<file path="config.mk">
export PLATFORM = sky130hd
export DESIGN_NAME = sbtc_timer
export DESIGN_NICKNAME = d
export VERILOG_FILES = /design/src/hw/sbtc_timer.v /design/src/hw/sbtc_insync.v /design/src/hw/sbtc_prescale.v
export VERILOG_INCLUDE_DIRS = /design/src /design/src/hw
export SDC_FILE = /design/constraint.sdc
export NUM_CORES = 1
export LEC_CHECK = 0
export BUFFER_PORTS_ARGS = -buffer_cell sky130_fd_sc_hd__buf_2
export CAP_MARGIN = 10
export CORE_AREA = 3 3 132 134
export CTS_CLUSTER_DIAMETER = 100
export DETAILED_ROUTE_END_ITERATION = 7
export DIE_AREA = 0 0 135 137
export MAX_ROUTING_LAYER = met4
export PLACE_DENSITY_LB_ADDON = 0.3
export SYNTH_ARGS = -nofsm -noshare
export SYNTH_HDL_FRONTEND = slang
export SYNTH_HIERARCHICAL = 1
export SYNTH_SLANG_ARGS = --single-unit
</file>
<file path="constraint.sdc">
create_clock -name pclk -period 2.68 [get_ports pclk]
set_input_delay 0.536 -clock pclk [delete_from_list [all_inputs] [get_ports pclk]]
set_output_delay 0.536 -clock pclk [all_outputs]
set_load 0.05 [all_outputs]
</file>
<file path="src/hw/sbtc_regs.vh">
// register offsets, field positions and reset values of the timer block
// assumes a 32-bit apb slave with word-aligned registers
`ifndef SBTC_REGS_VH
`define SBTC_REGS_VH
`define SBTC_OFS_CTRL 12'h000
`define SBTC_OFS_COUNT 12'h004
`define SBTC_OFS_PERIOD 12'h008
`define SBTC_OFS_STATUS 12'h00C
`define SBTC_OFS_MASK 12'h010
`define SBTC_BIT_RUN 15
`define SBTC_BIT_IDLE_STOP 13
`define SBTC_BIT_GATE 6
`define SBTC_BIT_PS_HI 5
`define SBTC_BIT_PS_LO 4
`define SBTC_BIT_SYNC 2
`define SBTC_BIT_SRC 1
`define SBTC_CTRL_MASK 16'hA076
`define SBTC_CTRL_RST 16'h0000
`define SBTC_PERIOD_RST 16'hFFFF
`define SBTC_ST_MATCH 0
`define SBTC_ST_GATE 1
`define SBTC_PS_DIV8 8'h07
`define SBTC_PS_DIV64 8'h3F
`define SBTC_PS_DIV256 8'hFF
`endif

</file>
<file path="src/hw/sbtc_timer.v">
// 16-bit timer/counter with control, period, status and mask registers
// the count holds the period for one tick, then wraps to zero
// assumes an apb master on pclk; ext_clk_pin and gate_pin are async pins
//
// Added by the designer: the APB register port and the address map.
`include "sbtc_regs.vh"
// Operation
// the run bit starts the counter when one and stops it when zero.
// with idle stop set the timer halts in idle, else keeps running.
// gating applies only with the internal source selected.
// the prescale field divides by 1, 8, 64 or 256.
// with external source, sync select chooses synchronised counting.
// sync select is ignored while the internal source is used.
// clock source one counts external rising edges, zero counts pclk.
// unimplemented control bits read zero and ignore writes.
// all control bits reset to zero.
// period match and gate falling edge raise the interrupt request.
// timer, synchronous counter and asynchronous counter modes exist.
// software loads the period before relying on a match.
// the timer can run in idle or sleep subject to idle stop.
// the count increments per tick and wraps to zero after a match.
// gated mode advances only while the gate input is high.
module sbtc_timer (
    input wire pclk,
    input wire presetn,
    input wire psel,
    input wire penable,
    input wire pwrite,
    input wire [11:0] paddr,
    input wire [31:0] pwdata,
    output reg [31:0] prdata,
    output reg pready,
    output reg pslverr,
    input wire cpu_idle,
    input wire ext_clk_pin,
    input wire gate_pin,
    output reg irq
);
    // software-visible registers
    reg [15:0] ctrl_r;
    reg [15:0] count_r;
    reg [15:0] period_r;
    reg [1:0] status_r;
    reg [1:0] mask_r;
    // counter and pin history state
    reg matched_r;
    reg ext_prev_r;
    reg gate_prev_r;
    reg araw1_r;
    reg araw2_r;
    reg araw_prev_r;
    // pin levels, ticks and bus decode
    wire ext_sync;
    wire gate_sync;
    wire ps_tick;
    wire run;
    wire src_ext;
    wire gate_on;
    wire wr;
    wire rd;
    wire addr_ok;
    wire ctrl_wr;
    wire cnt_wr;
    wire ext_rise_s;
    wire ext_rise_a;
    wire in_tick;
    wire idle_halt;
    wire match_evt;
    wire gate_fall;
    wire [1:0] evt;
    wire [1:0] st_set;
    wire [1:0] st_clr;
    wire [1:0] status_nxt;
    reg [1:0] mode;
    reg mode_tick;
    reg [31:0] rdata_nxt;

    // tick source modes
    localparam MODE_TIMER = 2'b00;
    localparam MODE_SYNC = 2'b01;
    localparam MODE_ASYNC = 2'b10;

    assign run = ctrl_r[`SBTC_BIT_RUN];
    // gate honoured only on internal clock
    assign src_ext = ctrl_r[`SBTC_BIT_SRC];
    assign gate_on = ctrl_r[`SBTC_BIT_GATE] & ~src_ext;

    // filtered pin levels; both pins pass three flops and a level
    // counts once the last two stages agree
    sbtc_insync u_ext_sync (
        .pclk(pclk),
        .presetn(presetn),
        .pin(ext_clk_pin),
        .level_r(ext_sync)
    );
    sbtc_insync u_gate_sync (
        .pclk(pclk),
        .presetn(presetn),
        .pin(gate_pin),
        .level_r(gate_sync)
    );

    // unfiltered path used when synchronisation is off; it still
    // samples on pclk, so a pin edge is seen one to two clocks late
    always @(posedge pclk or negedge presetn) begin
        if (!presetn) begin
            araw1_r <= 1'b0;
            araw2_r <= 1'b0;
            araw_prev_r <= 1'b0;
        end else begin
            araw1_r <= ext_clk_pin;
            araw2_r <= araw1_r;
            araw_prev_r <= araw2_r;
        end
    end

    // previous filtered levels for edge detection; reset to the idle
    // low level of both pins so no false edge follows reset
    always @(posedge pclk or negedge presetn) begin
        if (!presetn) begin
            ext_prev_r <= 1'b0;
            gate_prev_r <= 1'b0;
        end else begin
            ext_prev_r <= ext_sync;
            gate_prev_r <= gate_sync;
        end
    end

    // rising edges of the external pin
    assign ext_rise_s = ext_sync & ~ext_prev_r;
    assign ext_rise_a = araw2_r & ~araw_prev_r;

    // mode from clock source and sync select
    // sync select picks filtered or fast path
    // sync select unused on internal source
    always @* begin
        mode = MODE_TIMER;
        if (src_ext) begin
            if (ctrl_r[`SBTC_BIT_SYNC]) begin
                mode = MODE_SYNC;
            end else begin
                mode = MODE_ASYNC;
            end
        end
    end

    // tick source per mode; gated timer needs gate high
    always @* begin
        case (mode)
            MODE_TIMER: mode_tick = ~gate_on | gate_sync;
            MODE_SYNC: mode_tick = ext_rise_s;
            MODE_ASYNC: mode_tick = ext_rise_a;
            default: mode_tick = 1'b0;
        endcase
    end
    assign in_tick = mode_tick;

    // idle stop blocks ticks while the core idles
    assign idle_halt = cpu_idle & ctrl_r[`SBTC_BIT_IDLE_STOP];

    // prescaler, cleared while stopped
    sbtc_prescale u_ps (
        .pclk(pclk),
        .presetn(presetn),
        .clear(~run),
        .in_tick(in_tick & ~idle_halt),
        .ratio(ctrl_r[`SBTC_BIT_PS_HI:`SBTC_BIT_PS_LO]),
        .out_tick_r(ps_tick)
    );

    // apb decode; zero wait states
    // rd marks the setup cycle of a read, when read data is loaded
    assign wr = psel & penable & pwrite;
    assign rd = psel & ~penable & ~pwrite;
    // unmapped offsets answer with an error and change nothing
    assign addr_ok = (paddr == `SBTC_OFS_CTRL) ||
                     (paddr == `SBTC_OFS_COUNT) ||
                     (paddr == `SBTC_OFS_PERIOD) ||
                     (paddr == `SBTC_OFS_STATUS) ||
                     (paddr == `SBTC_OFS_MASK);
    assign ctrl_wr = wr & (paddr == `SBTC_OFS_CTRL);
    assign cnt_wr = wr & (paddr == `SBTC_OFS_COUNT);

    // match and gate falling-edge events
    // a held match is flagged once, not again on the wrap tick
    assign match_evt = run & ps_tick & (count_r == period_r) & ~matched_r;
    assign gate_fall = run & gate_on & gate_prev_r & ~gate_sync;
    assign evt = {gate_fall, match_evt};

    // control register
    always @(posedge pclk or negedge presetn) begin
        if (!presetn) begin
            // control resets to zero
            ctrl_r <= `SBTC_CTRL_RST;
        end else if (ctrl_wr) begin
            // unimplemented bits masked
            // run bit write
            ctrl_r <= pwdata[15:0] & `SBTC_CTRL_MASK;
        end
    end

    // period register; software loads it before relying on a match
    always @(posedge pclk or negedge presetn) begin
        if (!presetn) begin
            period_r <= `SBTC_PERIOD_RST;
        end else if (wr & (paddr == `SBTC_OFS_PERIOD)) begin
            period_r <= pwdata[15:0];
        end
    end

    // interrupt mask, same layout as status
    always @(posedge pclk or negedge presetn) begin
        if (!presetn) begin
            mask_r <= 2'b00;
        end else if (wr & (paddr == `SBTC_OFS_MASK)) begin
            mask_r <= pwdata[1:0];
        end
    end

    // count register; a software write wins over a tick in the same
    // cycle and clears any pending wrap
    always @(posedge pclk or negedge presetn) begin
        if (!presetn) begin
            count_r <= 16'h0000;
            matched_r <= 1'b0;
        end else if (cnt_wr) begin
            count_r <= pwdata[15:0];
            matched_r <= 1'b0;
        end else if (run & ps_tick) begin
            // increment, wrap after match
            // keeps counting in idle unless idle stop gates ticks
            if (matched_r) begin
                count_r <= 16'h0000;
                matched_r <= 1'b0;
            end else if (count_r == period_r) begin
                matched_r <= 1'b1;
            end else begin
                count_r <= count_r + 16'h0001;
            end
        end
    end

    // set and write-one-to-clear strobes of the status bits
    assign st_set = evt;
    assign st_clr = {2{wr & (paddr == `SBTC_OFS_STATUS)}} & pwdata[1:0];

    // per-bit next status; set wins over a clear in the same cycle so
    // an event is never lost to a racing acknowledge
    genvar gi;
    generate
        for (gi = 0; gi < 2; gi = gi + 1) begin : g_status
            assign status_nxt[gi] = st_set[gi] | (status_r[gi] & ~st_clr[gi]);
        end
    endgenerate

    // sticky status register
    always @(posedge pclk or negedge presetn) begin
        if (!presetn) begin
            status_r <= 2'b00;
        end else begin
            status_r <= status_nxt;
        end
    end

    // read mux
    always @* begin
        rdata_nxt = 32'h00000000;
        case (paddr)
            `SBTC_OFS_CTRL: rdata_nxt[15:0] = ctrl_r;
            `SBTC_OFS_COUNT: rdata_nxt[15:0] = count_r;
            `SBTC_OFS_PERIOD: rdata_nxt[15:0] = period_r;
            `SBTC_OFS_STATUS: rdata_nxt[1:0] = status_r;
            `SBTC_OFS_MASK: rdata_nxt[1:0] = mask_r;
            default: rdata_nxt = 32'h00000000;
        endcase
    end

    // registered apb answer: ready in the first access cycle
    always @(posedge pclk or negedge presetn) begin
        if (!presetn) begin
            pready <= 1'b0;
            pslverr <= 1'b0;
        end else begin
            pready <= psel & ~penable;
            pslverr <= psel & ~penable & ~addr_ok;
        end
    end

    // read data loaded in the setup cycle and held until the next read
    always @(posedge pclk or negedge presetn) begin
        if (!presetn) begin
            prdata <= 32'h00000000;
        end else if (rd) begin
            prdata <= rdata_nxt;
        end
    end

    // level interrupt; fresh events count so it needs no extra cycle
    always @(posedge pclk or negedge presetn) begin
        if (!presetn) begin
            irq <= 1'b0;
        end else begin
            irq <= |((status_r | evt) & mask_r);
        end
    end
endmodule

</file>
<file path="src/hw/sbtc_insync.v">
// three-stage synchroniser with agreement filter for a pin input
// assumes the pin is asynchronous to pclk
module sbtc_insync (
    input wire pclk,
    input wire presetn,
    input wire pin,
    output reg level_r
);
    reg s1_r;
    reg s2_r;
    reg s3_r;
    // stage chain; level updates when stages two and three agree
    always @(posedge pclk or negedge presetn) begin
        if (!presetn) begin
            s1_r <= 1'b0;
            s2_r <= 1'b0;
            s3_r <= 1'b0;
            level_r <= 1'b0;
        end else begin
            s1_r <= pin;
            s2_r <= s1_r;
            s3_r <= s2_r;
            if (s2_r == s3_r) begin
                level_r <= s3_r;
            end
        end
    end
endmodule

</file>
<file path="src/hw/sbtc_prescale.v">
// input clock prescaler: counts enable ticks, emits one tick per ratio
// assumes clear is pulsed when the ratio or source changes
`include "sbtc_regs.vh"
module sbtc_prescale (
    input wire pclk,
    input wire presetn,
    input wire clear,
    input wire in_tick,
    input wire [1:0] ratio,
    output reg out_tick_r
);
    reg [7:0] cnt_r;
    reg [7:0] lim;
    // terminal count for the selected ratio
    always @* begin
        case (ratio)
            2'b01: lim = `SBTC_PS_DIV8;
            2'b10: lim = `SBTC_PS_DIV64;
            2'b11: lim = `SBTC_PS_DIV256;
            default: lim = 8'h00;
        endcase
    end
    // divide counter
    always @(posedge pclk or negedge presetn) begin
        if (!presetn) begin
            cnt_r <= 8'h00;
            out_tick_r <= 1'b0;
        end else if (clear) begin
            cnt_r <= 8'h00;
            out_tick_r <= 1'b0;
        end else begin
            out_tick_r <= 1'b0;
            if (in_tick) begin
                if (cnt_r >= lim) begin
                    cnt_r <= 8'h00;
                    out_tick_r <= 1'b1;
                end else begin
                    cnt_r <= cnt_r + 8'h01;
                end
            end
        end
    end
endmodule

</file>
==> flow_metrics.py, run 1 <==
metrics = {
    "status": {
        "run_status": "complete, no violations",
    },
    "die": {
        "dieArea_um2": 18500,
        "start_util": 0.295,
        "io_pins": 87,
        "rows": 47,
        "die_w_um": 135,
        "die_h_um": 137,
        "core_um2": 16400,
    },
    "route": {
        "drc": 0,
        "drt_wl_total_um": 13300,
        "drt_pre_antenna_iters": 6,
        "vias_per_cell": 5.27,
        "via_count": 4023,
        "wl_per_cell_um": 17.4,
        "first_iter_violations": 211,
        "antenna_left": 0,
    },
    "logic_synthesis": {
        "ys_seq_elements": 85,
        "synth_xor_area_frac": 0.0289,
        "synth_edf_count": 0,
        "synth-main-ff-cell": "dfrtp_1",
        "yosys-mux-area-fraction": 0.0781,
        "synth_async_sr_flop_share": 1.00,
        "yosys.area_share.simple": 0.193,
        "synth_top_family_by_area": "simple AND/OR/NAND/NOR gates",
        "ys_seq_area_frac": 0.444,
        "yosysWarnings": 6,
        "netlist-cell-type-count": 67,
        "synth_cells": 486,
        "avgSynthCellArea_um2": 9.96,
        "syn_area_um2": 4840,
        "synth_compound_area_frac": 0.161,
        "synthAdderAreaFrac": 0.0253,
    },
    "power": {
        "power_density_nw_per_um2": 475,
        "vdd_drop_max_mv": 0.302,
        "p_leak_uw": 0.00238,
    },
    "finish": {
        "n_fill_cell": 1671,
        "final_nets": 597,
        "drive_gt1_frac": 0.275,
        "final_util": 0.342,
        "syn_to_final_growth_pct": 16.1,
    },
    "clock_tree": {
        "cts_sinks": 85,
        "postCtsResizedCells": 0,
        "clock_path_buffers": 2,
        "path_clk_slew_ns": 0.06,
        "cts_tree": "built",
        "worstSkewPairLatency_ns": 0.35,
        "cts_hold_buf": 0,
        "cts-buffers-inserted": 9,
        "htree_num_levels": 3,
        "cts_root_buffer": "clkbuf_16",
        "cts_setup_buffers": 0,
    },
    "timing": {
        "finalCriticalPeriod_ns": 2.34,
        "setup_violations": 0,
        "drv_slew": 0,
        "whs_ns": 0.200,
        "max_freq_mhz": 428,
        "fin_skew_ns": 0.00645,
        "slew_headroom": 0.591,
        "finalSetupTns_ns": 0,
        "tightest_slew_ns": 0.614,
        "finalHoldViolCount": 0,
        "rsz0062_at_grt": "no",
        "finalCritPeriodShare": 0.872,
    },
    "setup_path": {
        "critPathKind": "in -> reg",
        "crit_required_ns": 2.94,
        "worstPathCellList": "buf_2 -> or4_4 -> or4_1 -> or2_1 -> buf_12 -> o311a_1 -> a21oi_1",
        "r2r-end": "u_ps/cnt_r[5]",
        "startpoint": "paddr[9]",
        "worstPathMaxFanout": 12,
        "critical-path-max-stage-delay_ns": 0.56,
        "critPathArrivalTime_ns": 2.60,
        "r2r_slack_ns": 0.48,
        "reg2reg_from": "ctrl_r[5]",
        "cp-end-kind": "flip-flop",
        "start_kind": "input pin",
        "reg2regPathDepth": 6,
        "crit_slowest_cell": "or4_1",
    },
    "global_route": {
        "grt_pass1_wl_um": 21300,
        "grt_usage": 0.152,
        "antenna_found_initial": 1,
        "grt_max_degree": 46,
        "grt_overflow": 0,
        "grt_pass1_vias": 3984,
    },
    "job": {
        "cap_violations": 0,
    },
    "place": {
        "gp_congestion": 0.852,
        "portBuffers": 54,
        "dp_hpwl_um": 9530,
    },
    "min_path": {
        "worstHoldPathType": "in -> async",
    },
}
[cells in the mapped netlist, drive strengths merged (2+ instances only)]
cell type	instances	area [µm²]
mux2	25	308
o2111ai	8	70.1
a21o	2	15.0
or2	5	31.3
o21a	2	15.0
nor3b	3	22.5
or3	3	23.8
a21oi	21	109
clkbuf	15	56.3
nor4	6	37.5
a41oi	5	43.8
xnor2	16	140
mux2i	7	70.1
nand2b	12	75.1
o311a	4	40.0
o21ai	30	150
o211ai	2	15.0
nand2	38	143
dfstp	16	420
nor2	34	130
maj3	2	22.5
a22oi	9	67.6
nand4	9	56.3
inv	9	33.8
a221oi	4	52.6
nand3	20	100
a2111oi	2	17.5
dfrtp	69	1730
nor4b	2	23.8
ha	8	100
nand3b	3	22.5
a211oi	2	20.0
a22o	2	17.5
buf	34	245
a31oi	9	56.3
and3	7	48.8
or4b	3	30.0
nor2b	7	43.8
and2	3	18.8
o221ai	2	17.5
nor3	4	20.0
or4	10	82.6
[stage by stage]
stage	area [µm²]	power, µW	setup slack (ns)	instances
final	5620	2670	0.342	763
after global routing	5620	2770	0.293	763
after CTS	5620	2700	0.365	762
after detailed placement	5340	1500	0.0256	746
after global placement	5340	1500	0.0424	746
after floorplan	4900	1440	0.161	501
[how the worst max path moves through the flow]
stage                  endpoint  slack, ns  cells after the start
finish              count_r[10]       0.34                      7
global route        count_r[10]       0.29                      7
CTS                 count_r[10]       0.37                      7
detailed placement  count_r[14]       0.03                      8
global placement     ctrl_r[13]       0.04                      5
floorplan            ctrl_r[13]       0.16                      5
[cell families after synthesis]
family / Yosys count
xor gates and xnor gates: 16
buffers and inverters: 58
DFF: 85
other: 1
muxes: 32
AOI/OAI and AO/OA: 112
and+or+nand+nor: 172
adders and majority gates: 10
[placed cells by master, fill, tap and decap left out, drive strengths merged, types with 3 or more instances in the layout]
cell     netlist  final
xnor2         16     16
conb           1     16
a221oi         4      4
or2            5      5
nor2b          7      7
nand4          9      9
nand3b         3      3
and3           7      7
o21ai         30     30
ha             8      8
or4b           3      3
nor3b          3      3
buf           34     74
a21oi         21     21
or4           10     10
nand3         20     20
inv            9      9
o311a          4      4
a41oi          5      5
or3            3      3
clkinv         0      3
nand2b        12     12
o2111ai        8      8
a31oi          9      9
nor3           4      4
nor2          34     34
mux2          25     25
mux2i          7      7
nor4           6      6
dfrtp         69     69
a22oi          9      9
and2           3      3
nand2         38     38
clkbuf        15     12
dfstp         16     16
[power by group]
| group | switching, µW | leakage [µW] | internal [µW] |
|---|---|---|---|
| clock network | 516 | 0.000138 | 674 |
| registers | 8.06 | 0.00101 | 1300 |
| logic | 128 | 0.00123 | 43.6 |
[routing by layer]
layer / part of all wire / vias up / GRT usage / wire length (µm)
met5: 0 / - / - / 0
met3: 0.056 / 27 / 0.0301 / 749
met1: 0.46 / 1997 / 0.204 / 6140
li1: - / 1857 / - / -
met2: 0.46 / 142 / 0.224 / 6070
met4: 0.024 / 0 / 0.0644 / 320
[registers in the layout, indices dropped and copies added (netlist names), 2 cells and up]
name / flops
u_ps/cnt_r: 8
period_r: 16
count_r: 16
ctrl_r: 7
mask_r: 2
status_r: 2
prdata: 16
[worst max-delay path: cells and delay by family]
family	cells	cell delay, ns
compound gates	2	0.26
buf+inv	2	0.30
simple gates	3	1.49
[cell type report]
cell class	instances	area (µm²)	share of cell area
sequential	85	2150	0.382
inverter	9	33.8	0.00601
clock buffer	12	256	0.0456
timing repair buffer	74	460	0.0819
antenna	1	2.50	0.000445
clock inverter	4	22.5	0.00401
multi-input combinational	358	2420	0.431
tap	220	275	0.0490
Note: power is estimated with default switching activity, not from simulation.
==> run 2, diff against run 1 <==
--- a/config.mk
+++ b/config.mk
@@ -14,6 +14,7 @@
 export DIE_AREA = 0 0 135 137
 export MAX_ROUTING_LAYER = met4
 export PLACE_DENSITY_LB_ADDON = 0.3
+export REMOVE_ABC_BUFFERS = 1
 export SYNTH_ARGS = -nofsm -noshare
 export SYNTH_HDL_FRONTEND = slang
 export SYNTH_HIERARCHICAL = 1
==> run 2 against run 1 <==
First-iteration DRC count increased by 73%. Worst setup slack got worse by 0.0082 ns. Cell area grew 0.69%. Total power rose by 6.7%. Combinational power about the same. Register-to-register slack is essentially flat. Non-clock buffer count rose by 1. Flip-flop and latch count did not move. Via count down 3.2%. Critical path type unchanged. Highest routed layer unchanged.
==> flow_metrics.py, run 2 (synthesized netlist as in run 1, its figures left out) <==
metrics = {
    "status": {
        "run_status": "complete, no violations",
    },
    "finish": {
        "mostFrequentLayoutCell": "dfrtp_1",
        "n_fill_cell": 1692,
        "drive_gt1_frac": 0.278,
        "syn_to_final_growth_pct": 16.9,
        "largestRegisters": "count_r x16, period_r x16, prdata x16",
        "final_nets": 598,
        "diodes": 0,
        "layout_common_cells": "dfrtp_1, buf_2, nand2_1",
        "final_area_um2": 5660,
    },
    "global_route": {
        "grt_pass1_vias": 3869,
        "grt_overflow": 0,
        "grt_max_degree": 52,
        "grt_pass1_wl_um": 20300,
        "antenna_found_initial": 0,
        "grt_usage": 0.143,
    },
    "route": {
        "drt_wl_total_um": 12600,
        "first_iter_violations": 364,
        "drt_pre_antenna_iters": 4,
        "drc": 0,
        "via_count": 3893,
        "wl_per_cell_um": 16.6,
        "antenna_left": 0,
        "vias_per_cell": 5.10,
    },
    "setup_path": {
        "worstPathCellList": "buf_2 -> or4_4 -> or4_1 -> buf_4 -> nor4b_2 -> mux2_2",
        "cp-end-kind": "flip-flop",
        "path_buf_inv": 2,
        "critical-path-top-delay-family": "simple AND/OR/NAND/NOR gates",
        "reg2regPathDepth": 6,
        "worstPathMaxFanout": 4,
        "start_kind": "input pin",
        "critical-path-max-stage-delay_ns": 0.54,
        "critPathArrivalTime_ns": 2.57,
        "crit_required_ns": 2.91,
        "crit_slowest_cell": "or4_4",
        "r2r_slack_ns": 0.49,
        "r2r-end": "u_ps/cnt_r[7]",
        "reg2reg_from": "ctrl_r[5]",
        "critPathKind": "in -> reg",
    },
    "timing": {
        "finalCritPeriodShare": 0.875,
        "setup_violations": 0,
        "finalSetupTns_ns": 0,
        "rsz0062_at_grt": "no",
        "fin_skew_ns": 0.00564,
        "max_freq_mhz": 426,
        "finalCriticalPeriod_ns": 2.35,
        "slew_headroom": 0.626,
        "tightest_slew_ns": 0.547,
        "finalHoldViolCount": 0,
        "drv_slew": 0,
    },
    "place": {
        "portBuffers": 54,
        "placed_cell_area_um2": 5330,
        "gp_congestion": 0.887,
        "dp_hpwl_um": 9120,
    },
    "power": {
        "power_uw": 2850,
        "vdd_drop_max_mv": 0.314,
        "power_density_nw_per_um2": 504,
        "p_leak_uw": 0.00240,
    },
    "clock_tree": {
        "cts_tree": "built",
        "cts_sinks": 85,
        "cts-buffers-inserted": 9,
        "cts_hold_buf": 0,
        "cts_root_buffer": "clkbuf_16",
        "cts_setup_buffers": 0,
        "clock_path_buffers": 2,
        "path_clk_slew_ns": 0.06,
        "postCtsResizedCells": 0,
        "htree_num_levels": 3,
        "worstSkewPairLatency_ns": 0.34,
    },
    "die": {
        "start_util": 0.295,
        "dieArea_um2": 18500,
        "rows": 47,
        "io_pins": 87,
        "die_w_um": 135,
        "die_h_um": 137,
        "core_um2": 16400,
    },
    "job": {
        "cap_violations": 0,
    },
    "min_path": {
        "worstHoldPathType": "in -> async",
    },
}
## run 2: changes by cell type in the layout (fill, tap and decap cells not counted), sizes merged
cell    previous run  this run
buf               74        75
diode              1         0
clkbuf            12        10
bufinv             0         2
## run 2: layer usage
layer | wire [µm] | vias up | GRT usage
met5 | 0 | - | -
met4 | 166 | 0 | 0.0364
met3 | 749 | 10 | 0.0265
met2 | 5730 | 101 | 0.219
met1 | 5990 | 1913 | 0.197
li1 | - | 1869 | -
## run 2: power breakdown
group | leakage (µW) | switching [µW] | total, µW | internal, µW
sequential | 0.00101 | 7.59 | 1310 | 1300
combinational | 0.00123 | 127 | 170 | 43.5
clock | 0.000158 | 531 | 1370 | 840
total | 0.00240 | 666 | 2850 | 2180
## run 2: area by class of cell
class                   count  area, µm²  area share
multi-input cells         358       2420       0.428
flip-flops and latches     85       2150       0.379
repair buffers             75        455      0.0805
well taps                 220        275      0.0487
clock buffers              10        239      0.0422
clock inverters             6       86.3      0.0153
inverters                   9       33.8     0.00597
## run 2: how the worst max path moves through the flow
stage                 end  cells after the start         from  slack (ns)
2_1_floorplan  count_r[0]                      5  period_r[0]       -0.85
3_3_place_gp    mask_r[1]                      6     paddr[9]        0.02
3_5_place_dp    mask_r[1]                      6     paddr[9]      -0.005
4_1_cts         mask_r[1]                      6     paddr[9]        0.35
5_1_grt         mask_r[1]                      6     paddr[9]        0.28
6_report        mask_r[1]                      6     paddr[9]        0.33
## run 2: per-stage QoR
| step | utilization | instances | worst slack [ns] | hold slack [ns] |
|---|---|---|---|---|
| final | 0.345 | 763 | 0.334 | 0.150 |
| after global routing | 0.345 | 763 | 0.277 | 0.183 |
| after CTS | 0.345 | 763 | 0.355 | 0.168 |
| after detailed placement | 0.325 | 747 | -0.00498 | 0.337 |
| after global placement | 0.325 | 747 | 0.0155 | 0.333 |
| after floorplan | - | 452 | -0.848 | 0.240 |
==> run 3, diff against run 2 <==
--- a/config.mk
+++ b/config.mk
@@ -6,12 +6,12 @@
 export SDC_FILE = /design/constraint.sdc
 export NUM_CORES = 1
 export LEC_CHECK = 0
-export BUFFER_PORTS_ARGS = -buffer_cell sky130_fd_sc_hd__buf_2
 export CAP_MARGIN = 10
-export CORE_AREA = 3 3 132 134
+export CORE_AREA = 3 3 74 146
 export CTS_CLUSTER_DIAMETER = 100
 export DETAILED_ROUTE_END_ITERATION = 7
-export DIE_AREA = 0 0 135 137
+export DIE_AREA = 0 0 77 149
+export DONT_BUFFER_PORTS = 1
 export MAX_ROUTING_LAYER = met4
 export PLACE_DENSITY_LB_ADDON = 0.3
 export REMOVE_ABC_BUFFERS = 1
==> run 3 against run 2 <==
Total power is 2.9% lower. Hold slack worse by 0.10 ns. Cell area is 7.0% lower. Sequential power hardly changed. Fmax is 3.5% higher. Utilization is 19 points higher. Critical path depth stayed put. Die area is 38% lower. Flip-flop and latch count stayed put. Clock-buffer cell count is 1 higher. Final cell count is 19% lower. Sequential share of layout area is 2.8 points higher.
==> flow_metrics.py, run 3 (synthesized netlist as in run 1, its figures left out) <==
metrics = {
    "finish": {
        "mostFrequentLayoutCell": "dfrtp_1",
        "layout_common_cells": "dfrtp_1, nand2_1, nor2_1",
        "final_util": 0.539,
        "final_nets": 541,
        "largestRegisters": "count_r x16, period_r x16, prdata x16",
        "syn_to_final_growth_pct": 8.74,
        "drive_gt1_frac": 0.189,
        "finalNonFillerCells": 618,
        "diodes": 0,
    },
    "setup_path": {
        "critical-path-max-stage-delay_ns": 0.54,
        "critPathKind": "in -> reg",
        "critical-path-top-delay-family": "simple AND/OR/NAND/NOR gates",
        "cp-end-kind": "flip-flop",
        "critPathArrivalTime_ns": 2.46,
        "r2r_slack_ns": 0.46,
        "worstPathCellList": "or4_4 -> or4_1 -> or2_1 -> buf_4 -> nor2_1 -> a211oi_2",
        "worstPathMaxFanout": 9,
        "reg2reg_from": "count_r[1]",
        "crit_required_ns": 2.88,
        "start_kind": "input pin",
        "crit_slowest_cell": "or4_1",
        "startpoint": "paddr[9]",
        "r2r-end": "count_r[2]",
        "reg2regPathDepth": 6,
        "path_buf_inv": 1,
    },
    "place": {
        "portBuffers": 0,
        "post-place-cells": 601,
        "gp_congestion": 0.922,
        "dp_hpwl_um": 9330,
    },
    "timing": {
        "whs_ns": 0.0462,
        "slew_headroom": 0.627,
        "max_freq_mhz": 441,
        "tightest_slew_ns": 0.559,
        "setup_violations": 0,
        "rsz0062_at_grt": "no",
        "finalCriticalPeriod_ns": 2.27,
        "fin_skew_ns": 0.00647,
        "finalCritPeriodShare": 0.846,
        "finalHoldViolCount": 0,
        "drv_slew": 0,
    },
    "route": {
        "antenna_left": 0,
        "wl_per_cell_um": 20.9,
        "drt_wl_total_um": 12900,
        "vias_per_cell": 6.03,
        "drt_pre_antenna_iters": 4,
        "first_iter_violations": 260,
        "via_count": 3728,
        "drc": 0,
    },
    "min_path": {
        "worstHoldPathType": "in -> async",
    },
    "die": {
        "io_pins": 87,
        "die_w_um": 77,
        "rows": 51,
        "dieArea_um2": 11500,
        "core_um2": 9760,
        "die_h_um": 149,
        "start_util": 0.496,
    },
    "global_route": {
        "grt_pass1_wl_um": 20400,
        "grt_usage": 0.240,
        "antenna_found_initial": 0,
        "grt_max_degree": 70,
        "grt_overflow": 0,
        "grt_pass1_vias": 3887,
    },
    "clock_tree": {
        "cts_tree": "built",
        "cts-buffers-inserted": 9,
        "clock_path_buffers": 2,
        "htree_num_levels": 3,
        "postCtsResizedCells": 0,
        "path_clk_slew_ns": 0.06,
        "cts_root_buffer": "clkbuf_16",
        "cts_sinks": 85,
        "worstSkewPairLatency_ns": 0.34,
    },
    "power": {
        "power_density_nw_per_um2": 526,
        "p_leak_uw": 0.00214,
        "power_uw": 2770,
        "vdd_drop_max_mv": 0.378,
    },
    "job": {
        "cap_violations": 0,
    },
    "status": {
        "run_status": "complete, no violations",
    },
}
-- run 3: cell count changes in the layout (fill, tap and decap cells not counted), sizes merged --
cell      delta
clkinvlp     +1
clkinv       -3
buf         -57
inv          +1
clkbuf       +1
-- run 3: worst max path at each step --
stage,end,slack [ns],depth (start not counted)
finish,count_r[13],0.41,6
global route,count_r[2],0.35,6
CTS,count_r[13],0.43,6
detailed placement,count_r[13],0.07,6
global placement,count_r[10],0.10,6
floorplan,count_r[0],-0.85,5
-- run 3: timing repair --
action / in CTS / in global routing
buffers inserted: 0 / 0
endpoints found under the setup margin: 0 / 0
hold buffers: 1 / 0
hold endpoints to repair: 69 / 0
-- run 3: layout make-up --
cell class | instances | area [µm²]
Tap cell | 132 | 165
Timing Repair Buffer | 18 | 180
Clock buffer | 11 | 233
Fill cell | 893 | 4500
Inverter | 9 | 33.8
Sequential cell | 85 | 2150
Multi-Input combinational cell | 358 | 2420
Clock inverter | 5 | 83.8
-- run 3: through the flow --
step | setup TNS (ns) | setup slack, ns | cell area (µm²)
4_1_cts | 0 | 0.431 | 5260
2_1_floorplan | -13.77 | -0.848 | 4600
6_report | 0 | 0.413 | 5260
5_1_grt | 0 | 0.354 | 5260
3_3_place_gp | 0 | 0.102 | 4920
3_5_place_dp | 0 | 0.0661 | 4920
-- run 3: layer usage --
metal,routed length [µm],GRT usage,vias to the layer above
li1,-,-,1739
met1,4510,0.235,1849
met2,7170,0.423,105
met3,512,0.0514,35
met4,709,0.158,0
met5,0,-,-
-- run 3: where the power goes --
group	switching (µW)	internal (µW)	total, µW	leakage, µW
Clock	514	821	1330	0.000146
Sequential	14.2	1300	1310	0.00101
Combinational	92.0	26.0	118	0.000983
Total	620	2150	2770	0.00214
